### src/hdl/nps_pkg.sv
/*
 * shared constants, field layouts and state codes of the two-wire slave
 * of a triple nonvolatile potentiometer.
 * assumes a 25 MHz system clock and an external bus master driving scl.
 */
package nps_pkg;

    // ------------------------------------------------------------
    // timing
    // ------------------------------------------------------------
    localparam int CLK_KHZ                    = 25000;
    localparam int INTERNAL_WRITE_DURATION_US = 10;
    localparam int INTERNAL_WRITE_CYCLES      =
        (INTERNAL_WRITE_DURATION_US * CLK_KHZ + 999) / 1000;

    // ------------------------------------------------------------
    // address byte and memory layout
    // ------------------------------------------------------------
    localparam logic [5:0] DEV_PREFIX  = 6'h28;
    localparam logic [7:0] PTR_RESET   = 8'h00;
    localparam logic [7:0] POT_BASE    = 8'hF8;
    localparam logic [7:0] POS_MASK    = 8'h7F;
    localparam int         POT_NUM     = 3;
    localparam int         MEM_DEPTH   = 256;
    localparam int         FIFO_DEPTH  = 32;
    localparam int         FIFO_WIDTH  = 16;
    localparam logic [3:0] BITS_BYTE   = 4'h8;
    localparam logic [3:0] BIT_LAST    = 4'h7;
    localparam logic [2:0] PAGE_STEP   = 3'h1;

    typedef enum logic [2:0] {
        ST_IDLE   = 3'b000,
        ST_DEVADR = 3'b001,
        ST_ACK    = 3'b010,
        ST_MEMADR = 3'b011,
        ST_WDATA  = 3'b100,
        ST_RDATA  = 3'b101,
        ST_RACK   = 3'b110
    } nps_state_e;

endpackage

### src/hdl/nps_fifo_if.sv
/*
 * handshake bundle between the slave and its write buffer.
 * assumes both ends run on sys_clk.
 */
`timescale 1ns/1ps
interface nps_fifo_if #(parameter int W = 16);
    logic         pushValid;
    logic         pushReady;
    logic [W-1:0] pushData;
    logic         popValid;
    logic         popReady;
    logic [W-1:0] popData;
    logic         clear;

    modport store (input  pushValid, pushData, popReady, clear,
                   output pushReady, popValid, popData);
    modport user  (output pushValid, pushData, popReady, clear,
                   input  pushReady, popValid, popData);
endinterface

### src/hdl/nps_sync.sv
/*
 * two-flop synchroniser, one per bit.
 * assumes inputs asynchronous to sys_clk.
 */
`timescale 1ns/1ps
module nps_sync #(
    parameter int         W       = 1,
    parameter logic [W-1:0] RST_VAL = '0
) (
    input  wire logic         sys_clk,
    input  wire logic         resetn,
    input  wire logic [W-1:0] asyncIn,
    output logic      [W-1:0] syncOut
);
    logic [W-1:0] meta_q;
    logic [W-1:0] sync_q;

    for (genvar i = 0; i < W; i++) begin : g_bit
        always_ff @(posedge sys_clk or negedge resetn) begin
            if (!resetn) begin
                meta_q[i] <= RST_VAL[i];
                sync_q[i] <= RST_VAL[i];
            end else begin
                meta_q[i] <= asyncIn[i];
                sync_q[i] <= meta_q[i];
            end
        end
    end

    assign syncOut = sync_q;
endmodule // nps_sync

### src/hdl/nps_fifo.sv
/*
 * first-in first-out buffer with valid and ready on both sides.
 * assumes single clock; clear empties it in one cycle.
 */
`timescale 1ns/1ps
module nps_fifo #(
    parameter int WIDTH = 16,
    parameter int DEPTH = 32
) (
    input  wire logic   sys_clk,
    input  wire logic   resetn,
    nps_fifo_if.store   port
);
    localparam int AW = $clog2(DEPTH);

    logic [WIDTH-1:0] mem [DEPTH];
    logic [AW:0]      wr_q, wr_d;
    logic [AW:0]      rd_q, rd_d;
    logic             full;
    logic             empty;
    logic             doPush;
    logic             doPop;

    always_comb begin
        empty  = (wr_q == rd_q);
        full   = (wr_q[AW] != rd_q[AW]) && (wr_q[AW-1:0] == rd_q[AW-1:0]);
        doPush = port.pushValid && !full && !port.clear;
        doPop  = port.popReady && !empty && !port.clear;
        wr_d   = wr_q;
        rd_d   = rd_q;
        if (port.clear) begin
            wr_d = '0;
            rd_d = '0;
        end else begin
            if (doPush) begin
                wr_d = wr_q + 1'b1;
            end
            if (doPop) begin
                rd_d = rd_q + 1'b1;
            end
        end
    end

    assign port.pushReady = !full;
    assign port.popValid  = !empty;
    assign port.popData   = mem[rd_q[AW-1:0]];

    always_ff @(posedge sys_clk) begin
        if (doPush) begin
            mem[wr_q[AW-1:0]] <= port.pushData;
        end
    end

    always_ff @(posedge sys_clk or negedge resetn) begin
        if (!resetn) begin
            wr_q <= '0;
            rd_q <= '0;
        end else begin
            wr_q <= wr_d;
            rd_q <= rd_d;
        end
    end
endmodule // nps_fifo

### src/hdl/nps_two_wire_slave.sv
/*
 * two-wire slave of a triple nonvolatile potentiometer: address match,
 * byte and page writes through a commit buffer, timed nonvolatile write,
 * current, random and sequential reads, write-protected wiper positions.
 * assumes an external master drives scl and a pull-up holds both lines.
 */
`timescale 1ns/1ps
module nps_two_wire_slave
    import nps_pkg::*;
#(
    parameter int INTERNAL_WRITE_CYCLES_P = INTERNAL_WRITE_CYCLES
) (
    input  wire logic             sys_clk,
    input  wire logic             resetn,
    input  wire logic             sclIn,
    input  wire logic             sdaIn,
    output logic                  sdaOut,
    output logic                  sdaOe,
    input  wire logic             deviceSelectInput,
    input  wire logic             writeProtect,
    output logic [POT_NUM-1:0][6:0] potPos,
    output logic                  writeBusy
);
    localparam int TW = $clog2(INTERNAL_WRITE_CYCLES_P + 1);
    localparam logic [TW-1:0] TIMER_LAST =
        TW'(INTERNAL_WRITE_CYCLES_P - 1);

    // ------------------------------------------------------------
    // pin sampling and bus conditions
    // ------------------------------------------------------------
    logic       sclS;
    logic       sdaS;
    logic       selS;
    logic       wpS;
    logic       sclP_q;
    logic       sdaP_q;
    logic       sclRise;
    logic       sclFall;
    logic       startCond;
    logic       stopCond;

    nps_sync #(.W(4), .RST_VAL(4'hD)) u_sync (
        .sys_clk (sys_clk),
        .resetn  (resetn),
        .asyncIn ({sclIn, sdaIn, deviceSelectInput, writeProtect}),
        .syncOut ({sclS, sdaS, selS, wpS})
    );

    always_ff @(posedge sys_clk or negedge resetn) begin
        if (!resetn) begin
            sclP_q <= 1'b1;
            sdaP_q <= 1'b1;
        end else begin
            sclP_q <= sclS;
            sdaP_q <= sdaS;
        end
    end

    assign sclRise   = sclS && !sclP_q;
    assign sclFall   = !sclS && sclP_q;
    assign startCond = sclS && sclP_q && sdaP_q && !sdaS;
    assign stopCond  = sclS && sclP_q && !sdaP_q && sdaS;

    // ------------------------------------------------------------
    // write buffer
    // ------------------------------------------------------------
    nps_fifo_if #(.W(FIFO_WIDTH)) fifo ();

    nps_fifo #(.WIDTH(FIFO_WIDTH), .DEPTH(FIFO_DEPTH)) u_fifo (
        .sys_clk (sys_clk),
        .resetn  (resetn),
        .port    (fifo.store)
    );

    // ------------------------------------------------------------
    // memory and wiper positions
    // ------------------------------------------------------------
    logic [7:0]       mem [MEM_DEPTH];
    logic [7:0]       memRd;
    logic [7:0]       wrAddr;
    logic [7:0]       wrData;
    logic             isPot;
    logic             memWe;
    logic [POT_NUM-1:0][6:0] potPos_q, potPos_d;

    assign wrAddr = fifo.popData[15:8];
    assign wrData = fifo.popData[7:0];
    assign isPot  = (wrAddr >= POT_BASE) &&
                    (wrAddr < POT_BASE + 8'(POT_NUM));

    // positions stay locked unless protect is low
    assign memWe = writeBusy && fifo.popValid && !(isPot && wpS);

    always_ff @(posedge sys_clk) begin
        if (memWe) begin
            mem[wrAddr] <= isPot ? (wrData & POS_MASK) : wrData;
        end
    end

    for (genvar i = 0; i < POT_NUM; i++) begin : g_pot
        assign potPos_d[i] = (memWe && wrAddr == POT_BASE + 8'(i)) ?
                             wrData[6:0] : potPos_q[i];
    end

    // ------------------------------------------------------------
    // protocol engine
    // ------------------------------------------------------------
    nps_state_e state_q, state_d;
    nps_state_e after_q, after_d;
    logic [3:0] bitCnt_q, bitCnt_d;
    logic [7:0] shift_q, shift_d;
    logic [7:0] ptr_q, ptr_d;
    logic       oe_q, oe_d;
    logic       mAck_q, mAck_d;
    logic       busy_q, busy_d;
    logic [TW-1:0] timer_q, timer_d;
    logic       doLoad;
    logic       addrMatch;
    logic       byteDone;

    assign memRd     = mem[ptr_q];
    assign byteDone  = sclFall && bitCnt_q == BITS_BYTE;
    assign addrMatch = shift_q[7:2] == DEV_PREFIX &&
                       shift_q[1] == selS && !busy_q;

    always_comb begin
        state_d        = state_q;
        after_d        = after_q;
        bitCnt_d       = bitCnt_q;
        shift_d        = shift_q;
        ptr_d          = ptr_q;
        oe_d           = oe_q;
        mAck_d         = mAck_q;
        busy_d         = busy_q;
        timer_d        = timer_q;
        doLoad         = 1'b0;
        fifo.pushValid = 1'b0;
        fifo.pushData  = {ptr_q, shift_q};
        fifo.popReady  = busy_q;
        fifo.clear     = 1'b0;

        if (busy_q) begin
            timer_d = timer_q + 1'b1;
            if (timer_q == TIMER_LAST) begin
                busy_d  = 1'b0;
                timer_d = '0;
            end
        end

        if (startCond) begin
            state_d  = ST_DEVADR;
            bitCnt_d = '0;
            oe_d     = 1'b0;
            // bytes not closed by a stop are dropped
            fifo.clear = !busy_q;
        end else if (stopCond) begin
            state_d = ST_IDLE;
            oe_d    = 1'b0;
            if (fifo.popValid && !busy_q) begin
                busy_d  = 1'b1;
                timer_d = '0;
            end
        end else if (sclRise) begin
            if (state_q == ST_RACK) begin
                mAck_d = !sdaS;
            end else if (state_q == ST_DEVADR || state_q == ST_MEMADR ||
                         state_q == ST_WDATA) begin
                if (bitCnt_q != BITS_BYTE) begin
                    shift_d  = {shift_q[6:0], sdaS};
                    bitCnt_d = bitCnt_q + 4'h1;
                end
            end
        end else if (sclFall) begin
            case (state_q)
                ST_DEVADR: begin
                    if (byteDone) begin
                        if (addrMatch) begin
                            oe_d    = 1'b1;
                            state_d = ST_ACK;
                            after_d = shift_q[0] ? ST_RDATA
                                                 : ST_MEMADR;
                        end else begin
                            state_d = ST_IDLE;
                        end
                    end
                end
                ST_MEMADR: begin
                    if (byteDone) begin
                        ptr_d   = shift_q;
                        oe_d    = 1'b1;
                        state_d = ST_ACK;
                        after_d = ST_WDATA;
                    end
                end
                ST_WDATA: begin
                    if (byteDone) begin
                        if (fifo.pushReady) begin
                            fifo.pushValid = 1'b1;
                            ptr_d   = {ptr_q[7:3],
                                       ptr_q[2:0] + PAGE_STEP};
                            oe_d    = 1'b1;
                            state_d = ST_ACK;
                            after_d = ST_WDATA;
                        end else begin
                            state_d = ST_IDLE;
                        end
                    end
                end
                ST_ACK: begin
                    // ack held from one fall to the next
                    oe_d     = 1'b0;
                    bitCnt_d = '0;
                    state_d  = after_q;
                    doLoad   = (after_q == ST_RDATA);
                end
                ST_RDATA: begin
                    if (bitCnt_q == BIT_LAST) begin
                        oe_d    = 1'b0;
                        state_d = ST_RACK;
                    end else begin
                        shift_d  = {shift_q[6:0], 1'b0};
                        oe_d     = !shift_q[6];
                        bitCnt_d = bitCnt_q + 4'h1;
                    end
                end
                ST_RACK: begin
                    if (mAck_q) begin
                        doLoad = 1'b1;
                    end else begin
                        state_d = ST_IDLE;
                        oe_d    = 1'b0;
                    end
                end
                default: begin
                    state_d = ST_IDLE;
                end
            endcase
            if (doLoad) begin
                shift_d  = memRd;
                oe_d     = !memRd[7];
                ptr_d    = ptr_q + 8'h01;
                bitCnt_d = '0;
                state_d  = ST_RDATA;
            end
        end
    end

    always_ff @(posedge sys_clk or negedge resetn) begin
        if (!resetn) begin
            state_q  <= ST_IDLE;
            after_q  <= ST_IDLE;
            bitCnt_q <= '0;
            shift_q  <= '0;
            ptr_q    <= PTR_RESET;
            oe_q     <= 1'b0;
            mAck_q   <= 1'b0;
            busy_q   <= 1'b0;
            timer_q  <= '0;
            potPos_q <= '0;
        end else begin
            state_q  <= state_d;
            after_q  <= after_d;
            bitCnt_q <= bitCnt_d;
            shift_q  <= shift_d;
            ptr_q    <= ptr_d;
            oe_q     <= oe_d;
            mAck_q   <= mAck_d;
            busy_q   <= busy_d;
            timer_q  <= timer_d;
            potPos_q <= potPos_d;
        end
    end

    // open drain: only ever pulls low
    assign sdaOut    = 1'b0;
    assign sdaOe     = oe_q;
    assign writeBusy = busy_q;
    assign potPos    = potPos_q;
endmodule // nps_two_wire_slave

### config.mk
export PLATFORM = sky130hd
export DESIGN_NAME = nps_two_wire_slave
export DESIGN_NICKNAME = d
export VERILOG_FILES = /design/src/hdl/nps_pkg.sv /design/src/hdl/nps_fifo_if.sv /design/src/hdl/nps_sync.sv /design/src/hdl/nps_fifo.sv /design/src/hdl/nps_two_wire_slave.sv
export SDC_FILE = /design/constraint.sdc
export NUM_CORES = 2
export LEC_CHECK = 0
export ABC_AREA = 1
export BUFFER_PORTS_ARGS = -buffer_cell sky130_fd_sc_hd__buf_2
export CORE_ASPECT_RATIO = 1.2
export CORE_MARGIN = 2
export CORE_UTILIZATION = 24
export DETAILED_ROUTE_END_ITERATION = 10
export PLACE_DENSITY_LB_ADDON = 0.2
export SYNTH_ARGS = -nofsm -noshare
export SYNTH_HDL_FRONTEND = slang
export SYNTH_SLANG_ARGS = --single-unit
### constraint.sdc
create_clock -name sys_clk -period 10.2 [get_ports sys_clk]
set_input_delay 2.04 -clock sys_clk [delete_from_list [all_inputs] [get_ports sys_clk]]
set_output_delay 2.04 -clock sys_clk [all_outputs]
set_load 0.02 [all_outputs]
---- Word level (Yosys, flattened, before mapping) ----
Memory sizes are Yosys's and may differ from the RTL's.
Cells that the tools add are included.
Widths: inputs -> output; s select.
cells by class
  $add $sub $neg .......................... 6
  magnitude comparators ................... 2
  equal/unequal tests ..................... 45
  multiplexer cells ....................... 89
  bitwise gates (word level) .............. 3
  reduce and logical (&&, ||, !) cells .... 55
operator list
  cell                 number
  $mux 8               16
  $mux 3               18
  $mux 4               9
  $mux 1               34
  $eq 8x8->1 const B   4
  $ne 5x4->1 const B   5
  $mux 6               4
  $logic_and 1x1->1    22
  $reduce_and 7->1     3
  $pmux 3 s6           1
  $add 8x1->8 const B  2
  $pmux 8 s2           1
  $reduce_and 8->1     2
  $ne 5x5->1 const B   3
  $reduce_bool 3->1    5
  $ne 2x2->1 const B   7
  $add 6x1->6 const B  2
  $eq 3x3->1 const B   4
  $logic_not 1->1      11
  $reduce_and 10->1    1
  $reduce_bool 2->1    5
  $ne 3x1->1 const B   3
  $ne 3x2->1 const B   3
  $pmux 3 s3           1
  other kinds (26)     34
word-level totals
  flip-flop bits (word level) ............. 80
  bits in writable memories ............... 2560
  input port bits ......................... 6
  output and inout port bits .............. 24
  word-level logic and storage cells ...... 227
  memories ................................ 2
memories
  name        words  width  read ports  clocked after memory_dff  write ports  RTL line                  RTL
  mem         256    8      1           0                         1            nps_two_wire_slave.sv:78  logic [7:0] mem [MEM_DEPTH];
  u_fifo.mem  32     16     1           0                         1            nps_fifo.sv:16            logic [WIDTH-1:0] mem [DEPTH];

---- Longest topological paths before layout ----
  word-level depth ........................ 13
  mapped depth ............................ 22
  gate-level depth less buffers ........... 18

---- By module ----
Synthesis repeated with hierarchy kept, for this count alone.
second synthesis, totals
  cells, all modules ...................... 9357
  area total of the unflattened synthesis .. 108206.3 um2
modules (own cells, without submodules)
  module              times used  cells an instance  area each (um2)
  nps_two_wire_slave  1           7427               86247.7
  nps_fifo            1           1922               21750.9
  nps_sync            1           8                  207.7

---- Worst setup path after synthesis ----
OpenSTA, ideal clock, no wires.
  kind .................................... register to register
  start ................................... register u_fifo.rd_q[0]
  end ..................................... memory mem[0][7] (data pin)
  data arrival time ....................... 8.908 ns
  data required time ...................... 8.627 ns
  setup slack ............................. -0.280 ns
  cell stages (with the launch flop) ...... 13
  path buffers ............................ 5
  cell sequence ........................... dfrtp_1 > inv_2 > buf_4 > buf_2 > clkbuf_1 > buf_2 > buf_2 > a21oi_1 > o311ai_0 > o211ai_1 > nand2_1 > nand2_1 > a21oi_1
between the ends
  longest elaborated chain between the ends .. 4
ends and longest elaborated chain
  element                                   RTL line                                            RTL
  start, declared                           nps_fifo.sv:18                                      logic [AW:0] rd_q, rd_d;
  start signal, assigned                    nps_fifo.sv:60                                      rd_q <= rd_d;
  $mem_v2 32x16 (*)                         --
  $ge 8x8->1 or $lt 8x8->1 (tied branches)  nps_two_wire_slave.sv:88, nps_two_wire_slave.sv:89
  $logic_and 1x1->1                         nps_two_wire_slave.sv:88                            assign isPot = (wrAddr >= POT_BASE) &&
  $mux 8 (*)                                nps_two_wire_slave.sv:96                            mem[wrAddr] <= isPot ? (wrData & POS_MASK) : wrData;
  end, declared                             nps_two_wire_slave.sv:78
Mark *: on every way between the ends. The rest lies on a longest branch, timed or not.

---- Worst setup path after layout ----
  start ................................... register u_fifo.rd_q[0]
  end ..................................... memory mem[32][1], in the netlist mem[16][1], enable pin
between the ends
  longest elaborated chain between the ends .. 8
ends and longest elaborated chain
  element                                   RTL line                                            RTL
  $mem_v2 32x16                             --
  $ge 8x8->1 or $lt 8x8->1 (tied branches)  nps_two_wire_slave.sv:88, nps_two_wire_slave.sv:89
  $logic_and 1x1->1                         nps_two_wire_slave.sv:88
  $logic_and 1x1->1                         nps_two_wire_slave.sv:92                            assign memWe = writeBusy && fifo.popValid && !(isPot && wpS);
  $logic_not 1->1                           nps_two_wire_slave.sv:92
  $logic_and 1x1->1                         nps_two_wire_slave.sv:92
  $mux 1                                    nps_two_wire_slave.sv:95                            if (memWe) begin
  $mux 1                                    nps_two_wire_slave.sv:96
Parallel ways exist; a longest one is shown, timed or not.

==> flow_metrics.tcl <==
set metrics [dict create \
    max_stage_delay_ns 0.87 \
    ys_async_sr_fraction_pct 3.03 \
    power_frac_clock_pct 46.1 \
    die_area_sq_mm 0.454 \
    gp_congestion 0.840 \
    outcome "finished clean" \
    arrival_ns 6.75 \
    clk_pin_slew_ns 0.06 \
    post-route-period-util_pct 61.2 \
    start_util_pct 24.1 \
    cp-start-kind "register" \
    overflow 0 \
    cp_max_fo 107 \
    placed_area_sq_mm 0.114 \
    ys_seq_elements 2640 \
    ant_nets 0 \
    drtPass1Iterations 8 \
    dp_hpwl_microns 206000 \
    ys_seq_area_share_pct 73.3 \
    switching_power_mw 4.59 \
    synthTopCellsByArea "edfxtp_1, nor2_1, o21ai_0" \
    crit_chain "inv_8 > buf_4 > o21ai_0 > o211ai_1 > nand3_1 > nand2_1 > nand2_1 > nor2_2 > nor2_1 > nand3_2 > buf_4 > nand3_4 > nor2_1" \
    yosys.area.top_type "edfxtp_1" \
    top_layer "met4" \
    fp-row-count 269 \
    cts_setup_buffers 0 \
    period_minus_slack_ns 6.24 \
    ys_types 44 \
    synthesis.area_sq_mm 0.108 \
    finish.instance_area_sq_mm 0.123 \
    fin_nets 9025 \
    synthCells 9123 \
    cts_root_buf "clkbuf_16" \
    wirelength_microns 356000 \
    cts_hold_buf 0 \
    grt_max_degree 179 \
    grt_pass1_wl_microns 510000 \
    hold_class "register to register" \
    fin_tns_setup_ns 0 \
    p_int_mw 17.9 \
    syn_nets 9142 \
    final_common_cell "edfxtp_1" \
    multi_input_area_sq_mm 0.0255 \
    wl_met1_microns 151000 \
    rsz0062_at_grt "false" \
    hold_violations 0 \
    area_growth_pct 14.8 \
    numPortBuffers 28 \
    netlist.area_leader.share_pct 71.5 \
    p_seq_share_pct 53.2 \
    ys.warnings.count 0 \
    swShare_pct 20.4 \
    final_cell_mix "edfxtp_1, nor2_1, o21ai_0" \
    post-place-ws_ns 3.89 \
    power_density_mw_per_mm2 182 \
    cts_buffers 287 \
    vias_per_cell 4.61 \
    finalClockSkew_ns 0.0744 \
    maxCapViolations 0 \
    grt_pass1_vias 71800 \
    htree_levels 5 \
    cts_tree "built" \
    wire_per_inst_microns 23.5 \
    syn_area_per_cell_sq_um 11.8 \
    antenna_found_initial 7 \
    cts_buffer_depth 4 \
    crit_type "register to register" \
    layout_setup_ws_ns 3.96 \
    drc_errors 0 \
    drt-initial-drc-count 6101 \
    ys.flop_type "edfxtp_1" \
    tightest_slew_ns 1.27 \
    synth_edf_count 2560 \
    maxSlewViolCount 0 \
    wl_met3_microns 15800 \
    core_sq_mm 0.447 \
    vias 70000 \
    path_delay_family "simple AND/OR/NAND/NOR gates" \
    power.static_leakage_nw 40.8 \
    numClockSinks 2640 \
    setup-violations-final 0 \
    relSlewSlack_pct 14.9 \
    fillerInstances 46000 \
    final_layout_size_suffix_gt1_share_pct 7.19 \
    combPwrFrac_pct 0.7 \
    clock.fmax_mhz 160 \
    crit_buf_inv 3 \
    ir_drop_uv 126 \
    clk_latency_ns 0.93 \
    post_cts_resized 0 \
    floorplan.die.height_microns 737 \
    io-pin-count 30 \
    grt_use_total_pct 15.2 \
    final_util_pct 27.6 \
    end_kind "register" \
    cp_slowest_cell "nor2_1" \
    routed-wl-met2_microns 178000 \
    required_ns 10.70 \
    die_w_microns 615 \
    ff_latch_area_sq_mm 0.0789 \
]
## per-stage QoR
step,total power [mW],hold WS [ns],cells
detailed placement,12.3,0.343,14700
finish,22.5,0.353,15200
floorplan,12.2,0.331,9123
CTS,22.7,0.360,15200
global route,23.1,0.364,15200
global placement,12.3,0.350,14700
## power groups by stage
stage	Clock, mW	Sequential, mW	Combinational, mW
floorplan	0	12.1	0.0605
global placement	0	12.2	0.168
detailed placement	0	12.2	0.168
CTS	10.6	12.0	0.169
global route	11.0	12.0	0.185
finish	10.3	11.9	0.165
## synth_stat cells (all sizes together) (2+ instances only)
library cell / number
xor2: 12
o22ai: 101
clkinv: 6
nor2: 2219
ha: 13
clkbuf: 379
nand2: 1151
or2: 2
inv: 223
o2111ai: 2
a22oi: 18
buf: 196
dfrtp: 72
o21ai: 1236
a21oi: 151
nand4: 36
nand3: 478
dfstp: 8
nor4: 3
nor3: 13
xnor2: 4
mux2i: 10
edfxtp: 2560
o211ai: 208
o221ai: 11
a32o: 3
## cell type report
class / instances / share of cell area (%)
clock buffers: 350 / 6.22
clock inverters: 165 / 1.24
well taps: 5962 / 6.04
repair buffers: 169 / 1.15
multi-input cells: 5679 / 20.6
flip-flops and latches: 2640 / 63.9
inverters: 229 / 0.768
diodes: 4 / 0.00811
## path summary, 6_finish.rpt
path,to,slack (ns),from,cells after the start
max,mem[16][1]$_DFFE_PP_,3.96,u_fifo.rd_q[0]$_DFFE_PN0P_,13
max in group asynchronous,ptr_q[0]$_DFFE_PN0P_,7.91,resetn,2
min in group asynchronous,u_sync.syncOut[1]$_DFF_PN0_,1.02,resetn,1
min,u_sync.syncOut[1]$_DFF_PN0_,0.35,u_sync.meta_q[1]$_DFF_PN0_,0
min reg2reg,u_sync.syncOut[1]$_DFF_PN0_,0.35,u_sync.meta_q[1]$_DFF_PN0_,0
max reg2reg,mem[16][1]$_DFFE_PP_,3.96,u_fifo.rd_q[0]$_DFFE_PN0P_,13
## state kept, by name, indices dropped and copies added, names as in the netlist
| register | count |
|---|---|
| after_q | 3 |
| bitCnt_q | 4 |
| mAck_q | 1 |
| mem | 2048 |
| potPos | 21 |
| ptr_q | 8 |
| sclP_q | 1 |
| sdaOe | 1 |
| sdaP_q | 1 |
| shift_q | 8 |
| state_q | 3 |
| timer_q | 8 |
| u_fifo.mem | 512 |
| u_fifo.rd_q | 6 |
| u_fifo.wr_q | 6 |
| u_sync.meta_q | 4 |
| u_sync.syncOut | 4 |
| writeBusy | 1 |
## per-layer routing
layer	vias up	track usage [%]
met5	-	0
met4	0	4.87
met3	490	1.93
met2	1921	27.0
met1	35600	19.2
li1	32000	-
## logic make-up after synthesis
| family | after synthesis | share of synthesized area (%) |
|---|---|---|
| and+or+nand+nor | 3904 | 14.5 |
| AOI/OAI and AO/OA | 1735 | 8.79 |
| buffers and inverters | 804 | 3.03 |
| DFF | 2640 | 73.3 |
| adders and majority gates | 13 | 0.151 |
| other | 1 | 0.00349 |
| xor gates and xnor gates | 16 | 0.130 |
| muxes | 10 | 0.0931 |
(Power assumes the default switching activity.)
